===== src/design/opsm_pkg.sv =====
// Package of register offsets, field layout and selection codes for the output pin select mux
package opsm_pkg;
    // ------------------------------------------------------------
    // Register map (byte addresses)
    // ------------------------------------------------------------
    localparam logic [15:0] OPSM_PIN_E5_OFFSET = 16'hFC14;
    localparam logic [15:0] OPSM_PIN_E8_OFFSET = 16'hFC20;
    localparam logic [15:0] OPSM_PIN_E9_OFFSET = 16'hFC24;
    localparam logic [31:0] OPSM_SEL_RESET = 32'h00000000;
    localparam int OPSM_SEL_LSB = 0;
    localparam int OPSM_SEL_W = 4;
    localparam logic [31:0] OPSM_UNMAPPED_RDATA = 32'h00000000;

    // ------------------------------------------------------------
    // Selection codes, first pin group
    // ------------------------------------------------------------
    localparam logic [3:0] OPSM_CODE_NONE = 4'h0;
    localparam logic [3:0] OPSM_G1_UART3_RTS = 4'h1;
    localparam logic [3:0] OPSM_G1_UART4_TX = 4'h2;
    localparam logic [3:0] OPSM_G1_REFCLK = 4'h3;
    localparam logic [3:0] OPSM_G1_SPI1_SS = 4'h7;
    localparam logic [3:0] OPSM_G1_SPI1_SDO = 4'h8;
    localparam logic [3:0] OPSM_G1_OC5 = 4'hB;
    localparam logic [3:0] OPSM_G1_CMP1 = 4'hD;

    // ------------------------------------------------------------
    // Selection codes, second pin group
    // ------------------------------------------------------------
    localparam logic [3:0] OPSM_G2_UART2_RTS = 4'h1;
    localparam logic [3:0] OPSM_G2_UART5_TX = 4'h4;
    localparam logic [3:0] OPSM_G2_SPI2_SS = 4'h6;
    localparam logic [3:0] OPSM_G2_OC2 = 4'hB;
    localparam logic [3:0] OPSM_G2_OC1 = 4'hC;

    // Device variants
    typedef enum logic [3:0] {
        OPSM_VAR_64_GP = 4'b0001,
        OPSM_VAR_64_USB = 4'b0010,
        OPSM_VAR_100_GP = 4'b0100,
        OPSM_VAR_100_USB = 4'b1000
    } opsm_variant_e;
endpackage


===== src/design/opsm_output_pin_select_mux.sv =====
// Output pin select mux: three remappable pins with selection registers on Avalon-MM
// Design notes
// - Pin drive is registered, so a new code reaches its pin one clock after the
//   write edge, and a peripheral level reaches the pin one clock after it changes.
// - Code zero and reserved codes both hand the pin back to the port latch and its
//   output enable; no remappable peripheral can then disturb the pin.
// - Only the low nibble of each register is stored; the upper bits read as zero
//   whatever software writes, so a wide write cannot select a hidden code.
// - Byte lane 0 gates every write, since only that lane holds implemented bits.
// - Writes complete with no wait state; reads hold waitrequest for one cycle so
//   read data and response always come from flip-flops.
// - Registers of pins absent on the chosen variant are unmapped: writes are
//   dropped, reads return zero with an error response, and the pin stays off.
// - The variant is fixed at build time, so the decode folds to constants.
//
// Chosen here: register access over Avalon-MM.
`timescale 1ns/10ps
module opsm_output_pin_select_mux #(
    parameter opsm_pkg::opsm_variant_e VARIANT = opsm_pkg::OPSM_VAR_100_USB
) (
    // Clock and reset
    input wire logic core_clk_i,
    input wire logic rst_n_i,
    // Avalon-MM slave
    input wire logic [15:0] avs_address_i,
    input wire logic avs_read_i,
    input wire logic avs_write_i,
    input wire logic [31:0] avs_writedata_i,
    input wire logic [3:0] avs_byteenable_i,
    output logic [31:0] avs_readdata_o,
    output logic avs_waitrequest_o,
    output logic [1:0] avs_response_o,
    // Peripheral outputs, first group
    input wire logic uart3_request_to_send_i,
    input wire logic uart4_transmit_i,
    input wire logic reference_clock_output_i,
    input wire logic spi1_slave_select_i,
    input wire logic spi1_serial_out_i,
    input wire logic compare_output_five_i,
    input wire logic comparator_one_output_i,
    // Peripheral outputs, second group
    input wire logic uart2_request_to_send_i,
    input wire logic uart5_transmit_i,
    input wire logic spi2_slave_select_i,
    input wire logic compare_output_two_i,
    input wire logic compare_output_one_i,
    // Port latch values and directions, index 0 pin E5, 1 pin E8, 2 pin E9
    input wire logic [2:0] port_latch_i,
    input wire logic [2:0] port_oe_i,
    // Pin drive
    output logic [2:0] pin_out_o,
    output logic [2:0] pin_oe_o
);

    // ------------------------------------------------------------
    // Variant decode
    // ------------------------------------------------------------
    // Pin E5: always present; E8 and E9 only on 100-pin parts
    logic [2:0] pin_present;
    assign pin_present[0] = 1'b1;
    assign pin_present[1] = (VARIANT == opsm_pkg::OPSM_VAR_100_GP) ||
                            (VARIANT == opsm_pkg::OPSM_VAR_100_USB);
    assign pin_present[2] = (VARIANT == opsm_pkg::OPSM_VAR_100_GP) ||
                            (VARIANT == opsm_pkg::OPSM_VAR_100_USB);

    // ------------------------------------------------------------
    // Register bus
    // ------------------------------------------------------------
    logic [3:0] sel_q [3];
    logic rd_ack_q;
    logic [31:0] rdata_q;
    logic [1:0] resp_q;
    logic [1:0] hit_idx;
    logic hit;

    // Address decode; absent pins are unmapped
    // An address matches only when its pin exists on this variant, so a
    // missing register behaves exactly like any other unmapped address.
    always_comb begin
        hit = 1'b0;
        hit_idx = 2'h0;
        if (avs_address_i == opsm_pkg::OPSM_PIN_E5_OFFSET && pin_present[0]) begin
            hit = 1'b1;
            hit_idx = 2'h0;
        end else if (avs_address_i == opsm_pkg::OPSM_PIN_E8_OFFSET && pin_present[1]) begin
            hit = 1'b1;
            hit_idx = 2'h1;
        end else if (avs_address_i == opsm_pkg::OPSM_PIN_E9_OFFSET && pin_present[2]) begin
            hit = 1'b1;
            hit_idx = 2'h2;
        end
    end

    // Writes take effect at once; reads answer one cycle later
    assign avs_waitrequest_o = avs_read_i && !rd_ack_q;
    assign avs_readdata_o = rdata_q;
    assign avs_response_o = resp_q;

    // Read pipeline: data and response registered
    always_ff @(posedge core_clk_i or negedge rst_n_i) begin
        if (!rst_n_i) begin
            rd_ack_q <= 1'b0;
            rdata_q <= 32'h00000000;
            resp_q <= 2'h0;
        end else begin
            rd_ack_q <= avs_read_i && !rd_ack_q;
            if (avs_read_i && !rd_ack_q) begin
                if (hit) begin
                    rdata_q <= {28'h0000000, sel_q[hit_idx]};
                    resp_q <= 2'h0;
                end else begin
                    rdata_q <= opsm_pkg::OPSM_UNMAPPED_RDATA;
                    resp_q <= 2'h2;
                end
            end else if (avs_write_i) begin
                resp_q <= hit ? 2'h0 : 2'h2;
            end
        end
    end

    // Selection registers, low nibble only
    always_ff @(posedge core_clk_i or negedge rst_n_i) begin
        if (!rst_n_i) begin
            for (int i = 0; i < 3; i++) begin
                sel_q[i] <= opsm_pkg::OPSM_SEL_RESET[3:0];
            end
        end else if (avs_write_i && hit && avs_byteenable_i[0]) begin
            sel_q[hit_idx] <= avs_writedata_i[opsm_pkg::OPSM_SEL_LSB +: opsm_pkg::OPSM_SEL_W];
        end
    end

    // ------------------------------------------------------------
    // Output mux
    // ------------------------------------------------------------
    // E5 is in the first group, E8 in the second, E9 in the first
    logic [2:0] mux_val;
    logic [2:0] mux_valid;

    function automatic logic [1:0] opsm_group1(input logic [3:0] code, input logic [6:0] src);
        logic [1:0] r;
        r = 2'b00;
        case (code)
            opsm_pkg::OPSM_G1_UART3_RTS: r = {1'b1, src[0]};
            opsm_pkg::OPSM_G1_UART4_TX: r = {1'b1, src[1]};
            opsm_pkg::OPSM_G1_REFCLK: r = {1'b1, src[2]};
            opsm_pkg::OPSM_G1_SPI1_SS: r = {1'b1, src[3]};
            opsm_pkg::OPSM_G1_SPI1_SDO: r = {1'b1, src[4]};
            opsm_pkg::OPSM_G1_OC5: r = {1'b1, src[5]};
            opsm_pkg::OPSM_G1_CMP1: r = {1'b1, src[6]};
            default: r = 2'b00;
        endcase
        return r;
    endfunction

    function automatic logic [1:0] opsm_group2(input logic [3:0] code, input logic [4:0] src);
        logic [1:0] r;
        r = 2'b00;
        case (code)
            opsm_pkg::OPSM_G2_UART2_RTS: r = {1'b1, src[0]};
            opsm_pkg::OPSM_G2_UART5_TX: r = {1'b1, src[1]};
            opsm_pkg::OPSM_G2_SPI2_SS: r = {1'b1, src[2]};
            opsm_pkg::OPSM_G2_OC2: r = {1'b1, src[3]};
            opsm_pkg::OPSM_G2_OC1: r = {1'b1, src[4]};
            default: r = 2'b00;
        endcase
        return r;
    endfunction

    logic [6:0] g1_src;
    logic [4:0] g2_src;
    assign g1_src = {comparator_one_output_i, compare_output_five_i, spi1_serial_out_i, spi1_slave_select_i,
                     reference_clock_output_i, uart4_transmit_i, uart3_request_to_send_i};
    assign g2_src = {compare_output_one_i, compare_output_two_i, spi2_slave_select_i, uart5_transmit_i,
                     uart2_request_to_send_i};

    // Peripheral selection per pin
    always_comb begin
        {mux_valid[0], mux_val[0]} = opsm_group1(sel_q[0], g1_src);
        {mux_valid[1], mux_val[1]} = opsm_group2(sel_q[1], g2_src);
        {mux_valid[2], mux_val[2]} = opsm_group1(sel_q[2], g1_src);
    end

    // Registered pin drive: peripheral wins over port latch
    // Absent pins are held off so nothing leaks onto a bond pad that the
    // smaller packages do not have. A selected peripheral always enables the
    // pin driver; otherwise the port's own direction decides.
    // Registering here costs one cycle of latency but keeps the pin free of
    // glitches while a code or a peripheral level changes.
    always_ff @(posedge core_clk_i or negedge rst_n_i) begin
        if (!rst_n_i) begin
            pin_out_o <= 3'h0;
            pin_oe_o <= 3'h0;
        end else begin
            for (int i = 0; i < 3; i++) begin
                if (!pin_present[i]) begin
                    pin_out_o[i] <= 1'b0;
                    pin_oe_o[i] <= 1'b0;
                end else if (mux_valid[i]) begin
                    pin_out_o[i] <= mux_val[i];
                    pin_oe_o[i] <= 1'b1;
                end else begin
                    pin_out_o[i] <= port_latch_i[i];
                    pin_oe_o[i] <= port_oe_i[i];
                end
            end
        end
    end

endmodule


===== config.mk =====
export PLATFORM = sky130hd
export DESIGN_NAME = opsm_output_pin_select_mux
export DESIGN_NICKNAME = d
export VERILOG_FILES = /design/src/design/opsm_pkg.sv /design/src/design/opsm_output_pin_select_mux.sv
export SDC_FILE = /design/constraint.sdc
export NUM_CORES = 1
export LEC_CHECK = 0
export ABC_AREA = 1
export ABC_CLOCK_PERIOD_IN_PS = 1600
export BUFFER_PORTS_ARGS = -buffer_cell sky130_fd_sc_hd__buf_4
export CELL_PAD_IN_SITES_DETAIL_PLACEMENT = 0
export CELL_PAD_IN_SITES_GLOBAL_PLACEMENT = 2
export CORE_ASPECT_RATIO = 0.6
export CORE_MARGIN = 1
export CORE_UTILIZATION = 22
export DETAILED_ROUTE_END_ITERATION = 7
export GPL_ROUTABILITY_DRIVEN = 1
export PLACE_DENSITY_LB_ADDON = 0.1
export SYNTH_ARGS = -nofsm -noshare
export SYNTH_HDL_FRONTEND = slang
export SYNTH_SLANG_ARGS = --single-unit

===== constraint.sdc =====
create_clock -name core_clk_i -period 1.6 [get_ports core_clk_i]
set_clock_uncertainty 0.2 [all_clocks]
set_input_delay 0.24 -clock core_clk_i [delete_from_list [all_inputs] [get_ports core_clk_i]]
set_output_delay 0.24 -clock core_clk_i [all_outputs]
set_load 0.02 [all_outputs]

### Word-level counts from Yosys, hierarchy flattened

Cells that the tools add are included.

| word-level totals | value |
|---|---|
| word-level logic and storage cells | 64 |
| input port bits | 74 |
| register bits | 53 |

| operators by class | value |
|---|---|
| bitwise operators | 1 |
| mux-type cells | 25 |
| reduce and logical (&&, ||, !) cells | 6 |
| magnitude comparators | 2 |
| eq/ne operators | 22 |

Operator list:

| kind | count |
|---|---|
| $eq 16x16->1 const B | 3 |
| $eq 4x4->1 const B | 8 |
| $pmux 2 s7 | 2 |
| $eq 4x2->1 const B | 4 |
| $eq 4x3->1 const B | 4 |
| $mux 4 | 4 |
| $bwmux 12 | 1 |
| $eq 4x1->1 const B | 3 |
| $mux 2 | 6 |
| $pmux 2 s5 | 1 |
| $mux 1 | 9 |
| $bmux 4 s2 | 1 |
| $demux 4 s2 | 1 |
| $logic_and 1x1->1 | 4 |
| $ge 3x3->1 const B | 1 |
| $lt 3x1->1 const B | 1 |
| $not 2->3 | 1 |
| $reduce_bool 2->1 | 1 |
| $logic_not 1->1 | 1 |

### Longest topological paths before layout

Gate-level depths: netlist (run 1).

| logic depth | value |
|---|---|
| word-level depth | 10 |
| depth in mapped cells | 10 |
| gate-level depth less buffers | 9 |

### Worst setup path after synthesis (run 1)

No wires, ideal clock.

| timing | value |
|---|---|
| path kind | input port to flip-flop |
| start | input avs_address_i[9] |
| end | register sel_q[10] (netlist name) |
| setup time | 121 ps |
| buffers on the path | 1 |
| slack | 239 ps |
| stages | 9 |
| arrival time | 1,040 ps |
| cells stage by stage | nor2_2 -> nand2_2 -> nor2_4 -> buf_6 -> nand2_4 -> inv_2 -> nand4_4 -> nand2_1 -> o21ai_1 |

| on the way | value |
|---|---|
| cells in the longest elaborated chain, start to end | 10 |
| elaborated cells between the ends (all ways) | 18 |
| those cells by class | order compare: 2; eq/ne: 3; mux: 9; bitwise: 1; reduce/logical: 3 |

RTL lines:

| what | line | text |
|---|---|---|
| start, declared | opsm_output_pin_select_mux.sv:25 | `input wire logic [15:0] avs_address_i,` |
| $eq 16x16->1 | opsm_output_pin_select_mux.sv:88 | `end else if (avs_address_i == opsm_pkg::OPSM_PIN_E9_OFFSET && pin_present[2]) begin` |
| $mux 2 | opsm_output_pin_select_mux.sv:88 |  |
| $mux 2 | opsm_output_pin_select_mux.sv:85 | `end else if (avs_address_i == opsm_pkg::OPSM_PIN_E8_OFFSET && pin_present[1]) begin` |
| $mux 2 | opsm_output_pin_select_mux.sv:82 | `if (avs_address_i == opsm_pkg::OPSM_PIN_E5_OFFSET && pin_present[0]) begin` |
| $not 2->3 (implied by the code) | opsm_output_pin_select_mux.sv:128 | `sel_q[hit_idx] <= avs_writedata_i[opsm_pkg::OPSM_SEL_LSB +: opsm_pkg::OPSM_SEL_W];` |
| $ge 3x3->1 (implied by the code) / $lt 3x1->1 (equally long branches) | opsm_output_pin_select_mux.sv:128 |  |
| $logic_and 1x1->1 (implied by the code) | opsm_output_pin_select_mux.sv:128 |  |
| $mux 4 (implied by the code) | opsm_output_pin_select_mux.sv:128 |  |
| $demux 4 s2 | opsm_output_pin_select_mux.sv:128 |  |
| $bwmux 12 | opsm_output_pin_select_mux.sv:128 |  |
| end signal, assigned by index | opsm_output_pin_select_mux.sv:125 | `sel_q[i] <= opsm_pkg::OPSM_SEL_RESET[3:0];` |
| end signal, assigned by index | opsm_output_pin_select_mux.sv:128 |  |
| end, declared | opsm_output_pin_select_mux.sv:69 | `logic [3:0] sel_q [3];` |

Parallel ways exist; a longest one is shown, timed or not.
A chain may end at the register's enable or synchronous reset.

### Worst setup path after layout (run 1)

| timing | value |
|---|---|
| start | register rd_ack_q |
| end | output avs_waitrequest_o |

| on the way | value |
|---|---|
| cells in the longest elaborated chain, start to end | 2 |

RTL lines:

| what | line | text |
|---|---|---|
| start, declared | opsm_output_pin_select_mux.sv:70 | `logic rd_ack_q;` |
| start signal, assigned | opsm_output_pin_select_mux.sv:106 | `rd_ack_q <= avs_read_i && !rd_ack_q;` |
| $logic_not 1->1 | opsm_output_pin_select_mux.sv:95 | `assign avs_waitrequest_o = avs_read_i && !rd_ack_q;` |
| $logic_and 1x1->1 | opsm_output_pin_select_mux.sv:95 |  |
| end, declared | opsm_output_pin_select_mux.sv:31 | `output logic avs_waitrequest_o,` |

No other way between the ends.

==> insert_results.sql, run 1 <==
INSERT INTO impl_metrics (metric_group, metric, value, unit) VALUES
('synthesis', 'postSynthRegisterBits', '24', ''),
('timing', 'max_freq', '669', 'MHz'),
('layout', 'layout.cells.non_filler', '427', ''),
('clock_network', 'insertion_delay', '0.27', 'ns'),
('timing', 'slew_violations', '0', ''),
('floorplan', 'num_io_pins', '115', ''),
('floorplan', 'fp.dieH', '73.5', 'µm'),
('worst_setup_path', 'startpoint_class_of_the_critical_path', 'flip-flop', ''),
('worst_setup_path', 'rr_endpoint', 'pin_out_o[2]$_DFF_PN0_', ''),
('detailed_routing', 'viasPerCell', '4.01', ''),
('synthesis', 'synth.lib_cells_used.distinct', '31', ''),
('min_path', 'hold_path_startpoint', 'comparator_one_output_i', ''),
('synthesis', 'syn_area_per_cell', '7.38', 'µm²'),
('worst_setup_path', 'rr_worst_depth', '6', ''),
('floorplan', 'row_count', '25', ''),
('synthesis', 'synth_area', '1870', 'µm²'),
('synthesis', 'synth_enable_flop_cells', '0', ''),
('floorplan', 'fp.coreArea', '8070', 'µm²'),
('layout', 'end_of_flow_core_utilization', '0.308', ''),
('clock_network', 'cts_tree', 'built', ''),
('pwr', 'power_per_cell_area', '660', 'nW/µm²'),
('timing', 'layout_min_cycle_time', '1.49', 'ns'),
('synthesis', 'synth_cells', '254', ''),
('worst_setup_path', 'setup.worst_path.class', 'reg -> out', ''),
('grt', 'first_pass_grt_wire_length', '8060', 'µm'),
('worst_setup_path', 'worst-r2r-setup-slack', '0.16', 'ns'),
('clock_network', 'cts_max_path_buffers', '2', ''),
('detailed_routing', 'num_vias', '1714', ''),
('clock_network', 'cts_inserted_buffers', '3', ''),
('detailed_routing', 'drt_first_pass_iters', '4', ''),
('detailed_routing', 'drt_first_iter_violations', '86', ''),
('status', 'run_status', 'complete, no violations', ''),
('worst_setup_path', 'critPathMaxFanout', '11', ''),
('pwr', 'max-vdd-ir-drop', '0.000338', 'V'),
('layout', 'drive_gt1_frac', '0.288', ''),
('synthesis', 'synth.largest_area_cell', 'sky130_fd_sc_hd__dfrtp_1', ''),
('floorplan', 'die_width', '121', 'µm'),
('worst_setup_path', 'critPathArrivalTime', '1.05', 'ns'),
('timing', 'report.final.setup_viol', '0', ''),
('min_path', 'hold_class', 'in -> reg', ''),
('clock_network', 'tritoncts_num_sinks', '24', ''),
('worst_setup_path', 'worstSetupEndpointType', 'output port', ''),
('layout', 'nNetsFinal', '394', ''),
('synthesis', 'synth-main-ff-cell', 'sky130_fd_sc_hd__dfrtp_1', ''),
('detailed_routing', 'routed_wirelength', '5070', 'µm'),
('layout', 'layout-area-overhead-vs-synth', '32.5', '%'),
('timing', 'post-route-period-util', '0.934', ''),
('detailed_routing', 'route.detailed.wl_per_inst', '11.9', 'µm'),
('floorplan', 'start_util', '0.232', ''),
('detailed_routing', 'route.antenna.remaining_nets', '0', ''),
('clock_network', 'post_cts_setup_buffers', '0', ''),
('layout', 'mostFrequentLayoutCells', '59 x sky130_fd_sc_hd__buf_4, 42 x sky130_fd_sc_hd__nand2_1, 40 x sky130_fd_sc_hd__inv_1', ''),
('synthesis', 'postSynth.asyncResetShare', '1.00', ''),
('worst_setup_path', 'timing.critical_path.required', '1.16', 'ns'),
('place', 'buffer_ports.inserted', '54', ''),
('grt', 'pin_count_of_the_biggest_net_entering_global_routing', '25', ''),
('place', 'post-place-cells', '418', ''),
('flow_run', 'timing.max_cap.violations', '0', ''),
('timing', 'hold-worst-slack', '0.0175', 'ns'),
('layout', 'insertedDiodeCount', '0', ''),
('timing', 'rsz0062_at_grt', 'no', ''),
('pwr', 'power.share.clock', '0.454', ''),
('min_path', 'min_delay_path_depth', '3', ''),
('detailed_routing', 'post-route-drc-count', '0', ''),
('clock_network', 'cts.clk_slew.worst_paths', '0.06', 'ns'),
('worst_setup_path', 'startpoint_of_the_worst_register_to_register_path', 'sel_q[1]$_DFFE_PN0P_', ''),
('synthesis', 'ys_warn_count', '0', ''),
('pwr', 'share_seq_of_total_power', '0.379', ''),
('grt', 'antenna_found_initial', '0', ''),
('pwr', 'internal_power', '1.23', 'mW'),
('pwr', 'net_sw_power', '414', 'µW');
[cell usage after synthesis (2+ instances only)]
master and n:
sky130_fd_sc_hd__nor2_1 26, sky130_fd_sc_hd__nor2_4 5, sky130_fd_sc_hd__a21oi_1 10, sky130_fd_sc_hd__nand3_4 2, sky130_fd_sc_hd__inv_2 4, sky130_fd_sc_hd__buf_4 29, sky130_fd_sc_hd__nand2_2 4, sky130_fd_sc_hd__nand3_1 20
sky130_fd_sc_hd__o21ai_1 4, sky130_fd_sc_hd__nand3b_1 2, sky130_fd_sc_hd__inv_1 40, sky130_fd_sc_hd__nand2_1 42, sky130_fd_sc_hd__nor2_2 5, sky130_fd_sc_hd__nand2_4 4, sky130_fd_sc_hd__o221ai_1 2, sky130_fd_sc_hd__o21ai_0 3
sky130_fd_sc_hd__o21bai_1 4, sky130_fd_sc_hd__nand4_1 12, sky130_fd_sc_hd__dfrtp_1 24
[worst max-delay path by stage]
stage	startpoint	cells past startpoint	slack, ns	endpoint
2_1_floorplan	avs_address_i[9]	9	0.24	sel_q[10]$_DFFE_PN0P_
3_3_place_gp	avs_address_i[13]	9	-0.04	sel_q[3]$_DFFE_PN0P_
3_5_place_dp	avs_address_i[9]	8	-0.03	avs_readdata_o[0]$_DFFE_PN0P_
4_1_cts	sel_q[1]$_DFFE_PN0P_	6	0.08	pin_out_o[2]$_DFF_PN0_
5_1_grt	sel_q[6]$_DFFE_PN0P_	5	0.05	pin_out_o[1]$_DFF_PN0_
6_report	rd_ack_q$_DFF_PN0_	3	0.11	avs_waitrequest_o
[flip-flops by register name, indices dropped and copies added, names as in the netlist]
signal,flops
avs_readdata_o,4
rd_ack_q,1
pin_oe_o,3
avs_response_o,1
sel_q,12
pin_out_o,3
[per-stage QoR]
| step | area [µm²] | TNS (ns) | setup slack [ns] |
|---|---|---|---|
| finish | 2480 | 0 | 0.105 |
| global route | 2480 | 0 | 0.0500 |
| CTS | 2480 | 0 | 0.0810 |
| detailed placement | 2320 | -0.295 | -0.0346 |
| global placement | 2320 | -0.227 | -0.0361 |
| floorplan | 1980 | 0 | 0.239 |
[logic make-up after synthesis]
kind of cell,synth area share
DFF,0.320
AOI/OAI and AO/OA,0.0781
buffers and inverters,0.213
and+or+nand+nor,0.387
other,0.00200
[critical path, stage by stage (launching register included)]
cell and delay, ns:
sky130_fd_sc_hd__dfrtp_1 0.37, sky130_fd_sc_hd__nor2_2 0.09, sky130_fd_sc_hd__buf_4 0.17, sky130_fd_sc_hd__buf_4 0.16
[power by group through the flow]
| stage | Combinational, mW | Sequential [mW] | Clock (mW) |
|---|---|---|---|
| after floorplan | 0.172 | 0.646 | 0 |
| after global placement | 0.264 | 0.633 | 0 |
| after detailed placement | 0.267 | 0.633 | 0 |
| after CTS | 0.277 | 0.621 | 0.767 |
| after global routing | 0.300 | 0.622 | 0.787 |
| final | 0.274 | 0.621 | 0.744 |
[routing by layer]
| layer | global-route usage | share of wire |
|---|---|---|
| met4 | 0.0288 | 0.0071 |
| met3 | 0.0303 | 0.055 |
| met1 | 0.196 | 0.59 |
| met2 | 0.156 | 0.35 |
| met5 | 0 | 0 |
[repair_timing]
action | CTS | global route
hold buffers | 5 | 0
gates resized for setup | 0 | 1
endpoints found under the hold margin | 28 | 0
setup endpoints to repair | 0 | 1
[final cells by class]
cell class / instances / area (µm²)
flip-flops and latches: 24 / 601
repair buffers: 64 / 493
multi-input cells: 183 / 985
inverters: 44 / 165
well taps: 108 / 135
fillers: 863 / 5590
clock inverters: 1 / 30.0
clock buffers: 3 / 75.1
(Power assumes the default switching activity.)
==> run 2, diff against run 1 <==
--- a/config.mk
+++ b/config.mk
@@ -5,13 +5,12 @@
 export SDC_FILE = /design/constraint.sdc
 export NUM_CORES = 1
 export LEC_CHECK = 0
-export ABC_AREA = 1
 export ABC_CLOCK_PERIOD_IN_PS = 1600
 export BUFFER_PORTS_ARGS = -buffer_cell sky130_fd_sc_hd__buf_4
 export CELL_PAD_IN_SITES_DETAIL_PLACEMENT = 0
 export CELL_PAD_IN_SITES_GLOBAL_PLACEMENT = 2
 export CORE_ASPECT_RATIO = 0.6
-export CORE_MARGIN = 1
+export CORE_MARGIN = 8
 export CORE_UTILIZATION = 22
 export DETAILED_ROUTE_END_ITERATION = 7
 export GPL_ROUTABILITY_DRIVEN = 1
==> insert_results.sql, run 2 <==
INSERT INTO impl_metrics (metric_group, metric, value, unit) VALUES
('synthesis', 'area_share_of_the_largest_cell_type_after_synthesis', '0.354', ''),
('clock_network', 'cts.clk_slew.worst_paths', '0.06', 'ns'),
('detailed_routing', 'viasPerCell', '4.12', ''),
('detailed_routing', 'route.met3.wl', '371', 'µm'),
('layout', 'insertedDiodeCount', '0', ''),
('detailed_routing', 'route.layer.met1.wl', '2800', 'µm'),
('pwr', 'p_leak', '1.12', 'nW'),
('synthesis', 'synth.lib_cells_used.distinct', '42', ''),
('place', 'dp_hpwl', '4170', 'µm'),
('detailed_routing', 'route.detailed.wl_per_inst', '14.3', 'µm'),
('layout', 'layout.cells.most_common', 'sky130_fd_sc_hd__buf_4', ''),
('timing', 'report.final.setup_viol', '16', ''),
('floorplan', 'die_width', '129', 'µm'),
('worst_setup_path', 'critPathArrivalTime', '1.74', 'ns'),
('pwr', 'p_sw_frac', '0.251', ''),
('pwr', 'design_power_total', '1.51', 'mW'),
('synthesis', 'synth_cells', '178', ''),
('floorplan', 'num_io_pins', '115', ''),
('worst_setup_path', 'worst-r2r-setup-slack', '0.02', 'ns'),
('detailed_routing', 'route.antenna.remaining_nets', '0', ''),
('detailed_routing', 'num_vias', '1466', ''),
('place', 'gp_routability_congestion', '0.682', ''),
('detailed_routing', 'routed_wirelength', '5100', 'µm'),
('grt', 'first_global_vias', '1555', ''),
('worst_setup_path', 'worstSetupEndpointType', 'flip-flop', ''),
('pwr', 'internal_power', '1.13', 'mW'),
('worst_setup_path', 'launch_point_of_the_worst_path', 'avs_address_i[1]', ''),
('place', 'buffer_ports.inserted', '54', ''),
('worst_setup_path', 'rr_endpoint', 'pin_out_o[2]$_DFF_PN0_', ''),
('timing', 'slew_violations', '0', ''),
('synthesis', 'postSynthRegisterBits', '24', ''),
('pwr', 'power.combinational.fraction', '0.189', ''),
('layout', 'layout-area-overhead-vs-synth', '43.1', '%'),
('floorplan', 'fp.coreArea', '7360', 'µm²'),
('grt', 'antenna_found_initial', '0', ''),
('timing', 'report.final.hold_viol_count', '0', ''),
('clock_network', 'cts-root-buf', 'sky130_fd_sc_hd__clkbuf_16', ''),
('min_path', 'min_delay_path_depth', '3', ''),
('layout', 'largest_register_ffs', '12', ''),
('synthesis', 'synth_enable_flop_cells', '0', ''),
('timing', 'rsz0062_at_grt', 'yes', ''),
('synthesis', 'ys_warn_count', '0', ''),
('grt', 'pin_count_of_the_biggest_net_entering_global_routing', '25', ''),
('synthesis', 'ys_seq_area_frac', '0.354', ''),
('flow_run', 'timing.max_cap.violations', '0', ''),
('detailed_routing', 'highest_metal_layer_used_by_the_detailed_router', 'met3', ''),
('min_path', 'hold_class', 'in -> reg', ''),
('floorplan', 'row_count', '24', ''),
('worst_setup_path', 'critPathMaxFanout', '4', ''),
('worst_setup_path', 'setup.worst_path.class', 'in -> reg', ''),
('floorplan', 'fp.dieH', '84.0', 'µm'),
('layout', 'mostFrequentLayoutCells', '73 x sky130_fd_sc_hd__buf_4, 29 x sky130_fd_sc_hd__conb_1, 23 x sky130_fd_sc_hd__dfrtp_1', ''),
('timing', 'max_freq', '557', 'MHz'),
('synthesis', 'postSynth.asyncResetShare', '1.00', ''),
('synthesis', 'synth_area', '1700', 'µm²'),
('floorplan', 'start_util', '0.231', ''),
('clock_network', 'insertion_delay', '0.26', 'ns'),
('pwr', 'share_seq_of_total_power', '0.413', ''),
('timing', 'setup-tns-final', '-2.26', 'ns'),
('synthesis', 'synth.most_common_cell', 'sky130_fd_sc_hd__buf_4', ''),
('clock_network', 'cts_max_path_buffers', '2', ''),
('layout', 'end_of_flow_core_utilization', '0.330', ''),
('layout', 'nNetsFinal', '327', ''),
('layout', 'drive_gt1_frac', '0.444', ''),
('worst_setup_path', 'rr_worst_depth', '4', ''),
('worst_setup_path', 'worstSetupEndpoint', 'sel_q[4]$_DFFE_PN0P_', ''),
('clock_network', 'cts_tree', 'built', ''),
('pwr', 'max-vdd-ir-drop', '0.000382', 'V'),
('synthesis', 'synth.top_cells.by_area', 'sky130_fd_sc_hd__dfrtp_1 35%, sky130_fd_sc_hd__buf_4 13%, sky130_fd_sc_hd__mux2_2 11%, sky130_fd_sc_hd__mux2i_1 4.1%, sky130_fd_sc_hd__nand2_1 3.3%', ''),
('detailed_routing', 'post-route-drc-count', '0', ''),
('timing', 'layout_min_cycle_time', '1.79', 'ns'),
('layout', 'largest_register', 'sel_q', ''),
('status', 'failing_checks', 'setup timing', ''),
('synthesis', 'synth-main-ff-cell', 'sky130_fd_sc_hd__dfrtp_1', ''),
('grt', 'first_pass_grt_wire_length', '8130', 'µm'),
('grt', 'grt_use_total', '0.0921', ''),
('clock_network', 'cts_inserted_buffers', '3', ''),
('place', 'post-place-cells', '348', ''),
('timing', 'post-route-period-util', '1.12', ''),
('clock_network', 'tritoncts_num_sinks', '24', ''),
('timing', 'setup_slack', '-0.194', 'ns'),
('layout', 'layout.cells.non_filler', '356', ''),
('synthesis', 'syn_area_per_cell', '9.53', 'µm²'),
('detailed_routing', 'wl_met2', '1930', 'µm'),
('floorplan', 'dieArea', '10900', 'µm²'),
('pwr', 'power.share.clock', '0.398', ''),
('grt', 'gr-total-overflow', '0', ''),
('clock_network', 'htree_num_levels', '1', ''),
('worst_setup_path', 'startpoint_class_of_the_critical_path', 'input pin', ''),
('synthesis', 'synth.cells.most_frequent', '29 x sky130_fd_sc_hd__buf_4, 24 x sky130_fd_sc_hd__dfrtp_1, 17 x sky130_fd_sc_hd__mux2_2, 15 x sky130_fd_sc_hd__nand2_1', ''),
('synthesis', 'synth.largest_area_cell', 'sky130_fd_sc_hd__dfrtp_1', ''),
('detailed_routing', 'drt_first_pass_iters', '4', ''),
('status', 'run_status', 'finished, violations left', ''),
('worst_setup_path', 'timing.critical_path.required', '1.55', 'ns'),
('worst_setup_path', 'startpoint_of_the_worst_register_to_register_path', 'sel_q[3]$_DFFE_PN0P_', ''),
('pwr', 'net_sw_power', '377', 'µW'),
('detailed_routing', 'drt_first_iter_violations', '55', ''),
('pwr', 'power_per_cell_area', '620', 'nW/µm²'),
('clock_network', 'post_cts_setup_buffers', '0', '');
## run 2: changes by cell type after synthesis, moves of 5 or more
cell,change
sky130_fd_sc_hd__a21oi_1,-7
sky130_fd_sc_hd__clkbuf_1,+7
sky130_fd_sc_hd__inv_1,-33
sky130_fd_sc_hd__mux2_2,+17
sky130_fd_sc_hd__mux2i_1,+7
sky130_fd_sc_hd__nand2_1,-27
sky130_fd_sc_hd__nand3_1,-18
sky130_fd_sc_hd__nand4_1,-8
sky130_fd_sc_hd__nor2_1,-21
sky130_fd_sc_hd__nor2_2,-5
sky130_fd_sc_hd__nor2_4,-5
sky130_fd_sc_hd__nor2b_1,+5
## run 2: cell families (layout without fill, tap and decap cells)
group                    count (synthesis)  count (layout)  synth area share
AND/OR/NAND/NOR                         48              48             0.175
buffers and inverters                   45              91             0.164
AO/OA/AOI/OAI                           31              31             0.123
multiplexers                            24              24             0.154
flip-flops                              24              24             0.354
XOR/XNOR                                 3               3            0.0155
adder cells (fa/ha/maj)                  2               2            0.0118
other                                    1              29           0.00221
## run 2: worst min-delay path by stage
stage / start / end / slack (ns)
floorplan: rst_n_i / avs_readdata_o[0]$_DFFE_PN0P_ / -0.26
finish: port_latch_i[1] / pin_out_o[1]$_DFF_PN0_ / 0.02
CTS: port_latch_i[1] / pin_out_o[1]$_DFF_PN0_ / 0.01
global route: port_latch_i[1] / pin_out_o[1]$_DFF_PN0_ / 0.03
global placement: rst_n_i / rd_ack_q$_DFF_PN0_ / -0.03
detailed placement: rst_n_i / rd_ack_q$_DFF_PN0_ / -0.03
## run 2: critical path, cell delays in order
cell and delay (ns):
sky130_fd_sc_hd__buf_6 0.09, sky130_fd_sc_hd__or4_4 0.54, sky130_fd_sc_hd__nor4_4 0.20, sky130_fd_sc_hd__and4b_2 0.33
sky130_fd_sc_hd__mux2_2 0.34
## run 2: repair_timing
item,CTS,global route
resized for setup,11,6
endpoints found under the hold margin,27,0
pin swaps,5,4
cloned,0,0
hold buffers,4,0
endpoints found under the setup margin,18,19
## run 2: through the flow
stage,setup WS (ns),instance area [µm²],hold slack (ns)
floorplan,-0.320,1810,-0.256
global placement,-0.518,2250,-0.0310
detailed placement,-0.529,2250,-0.0324
CTS,-0.204,2420,0.0140
global route,-0.261,2430,0.0286
finish,-0.194,2430,0.0178
## run 2: cell type report
type,count,area [µm²]
fillers,768,4930
flip-flops and latches,24,602
repair buffers,80,622
clock buffers,4,88.8
well taps,104,130
multi-input cells,137,960
inverters,7,26.3
## run 2: power groups by stage
| stage | Clock, mW | Combinational, mW | Sequential [mW] |
|---|---|---|---|
| final | 0.599 | 0.284 | 0.622 |
| after global routing | 0.641 | 0.308 | 0.622 |
| after CTS | 0.616 | 0.283 | 0.621 |
| after detailed placement | 0 | 0.271 | 0.633 |
| after global placement | 0 | 0.272 | 0.633 |
| after floorplan | 0 | 0.163 | 0.645 |
## run 2: metal layers
layer  track usage  up-vias
li1              -      724
met1         0.141      692
met2         0.123       50
met3        0.0306        0
met4       0.00318        0
met5             0        -
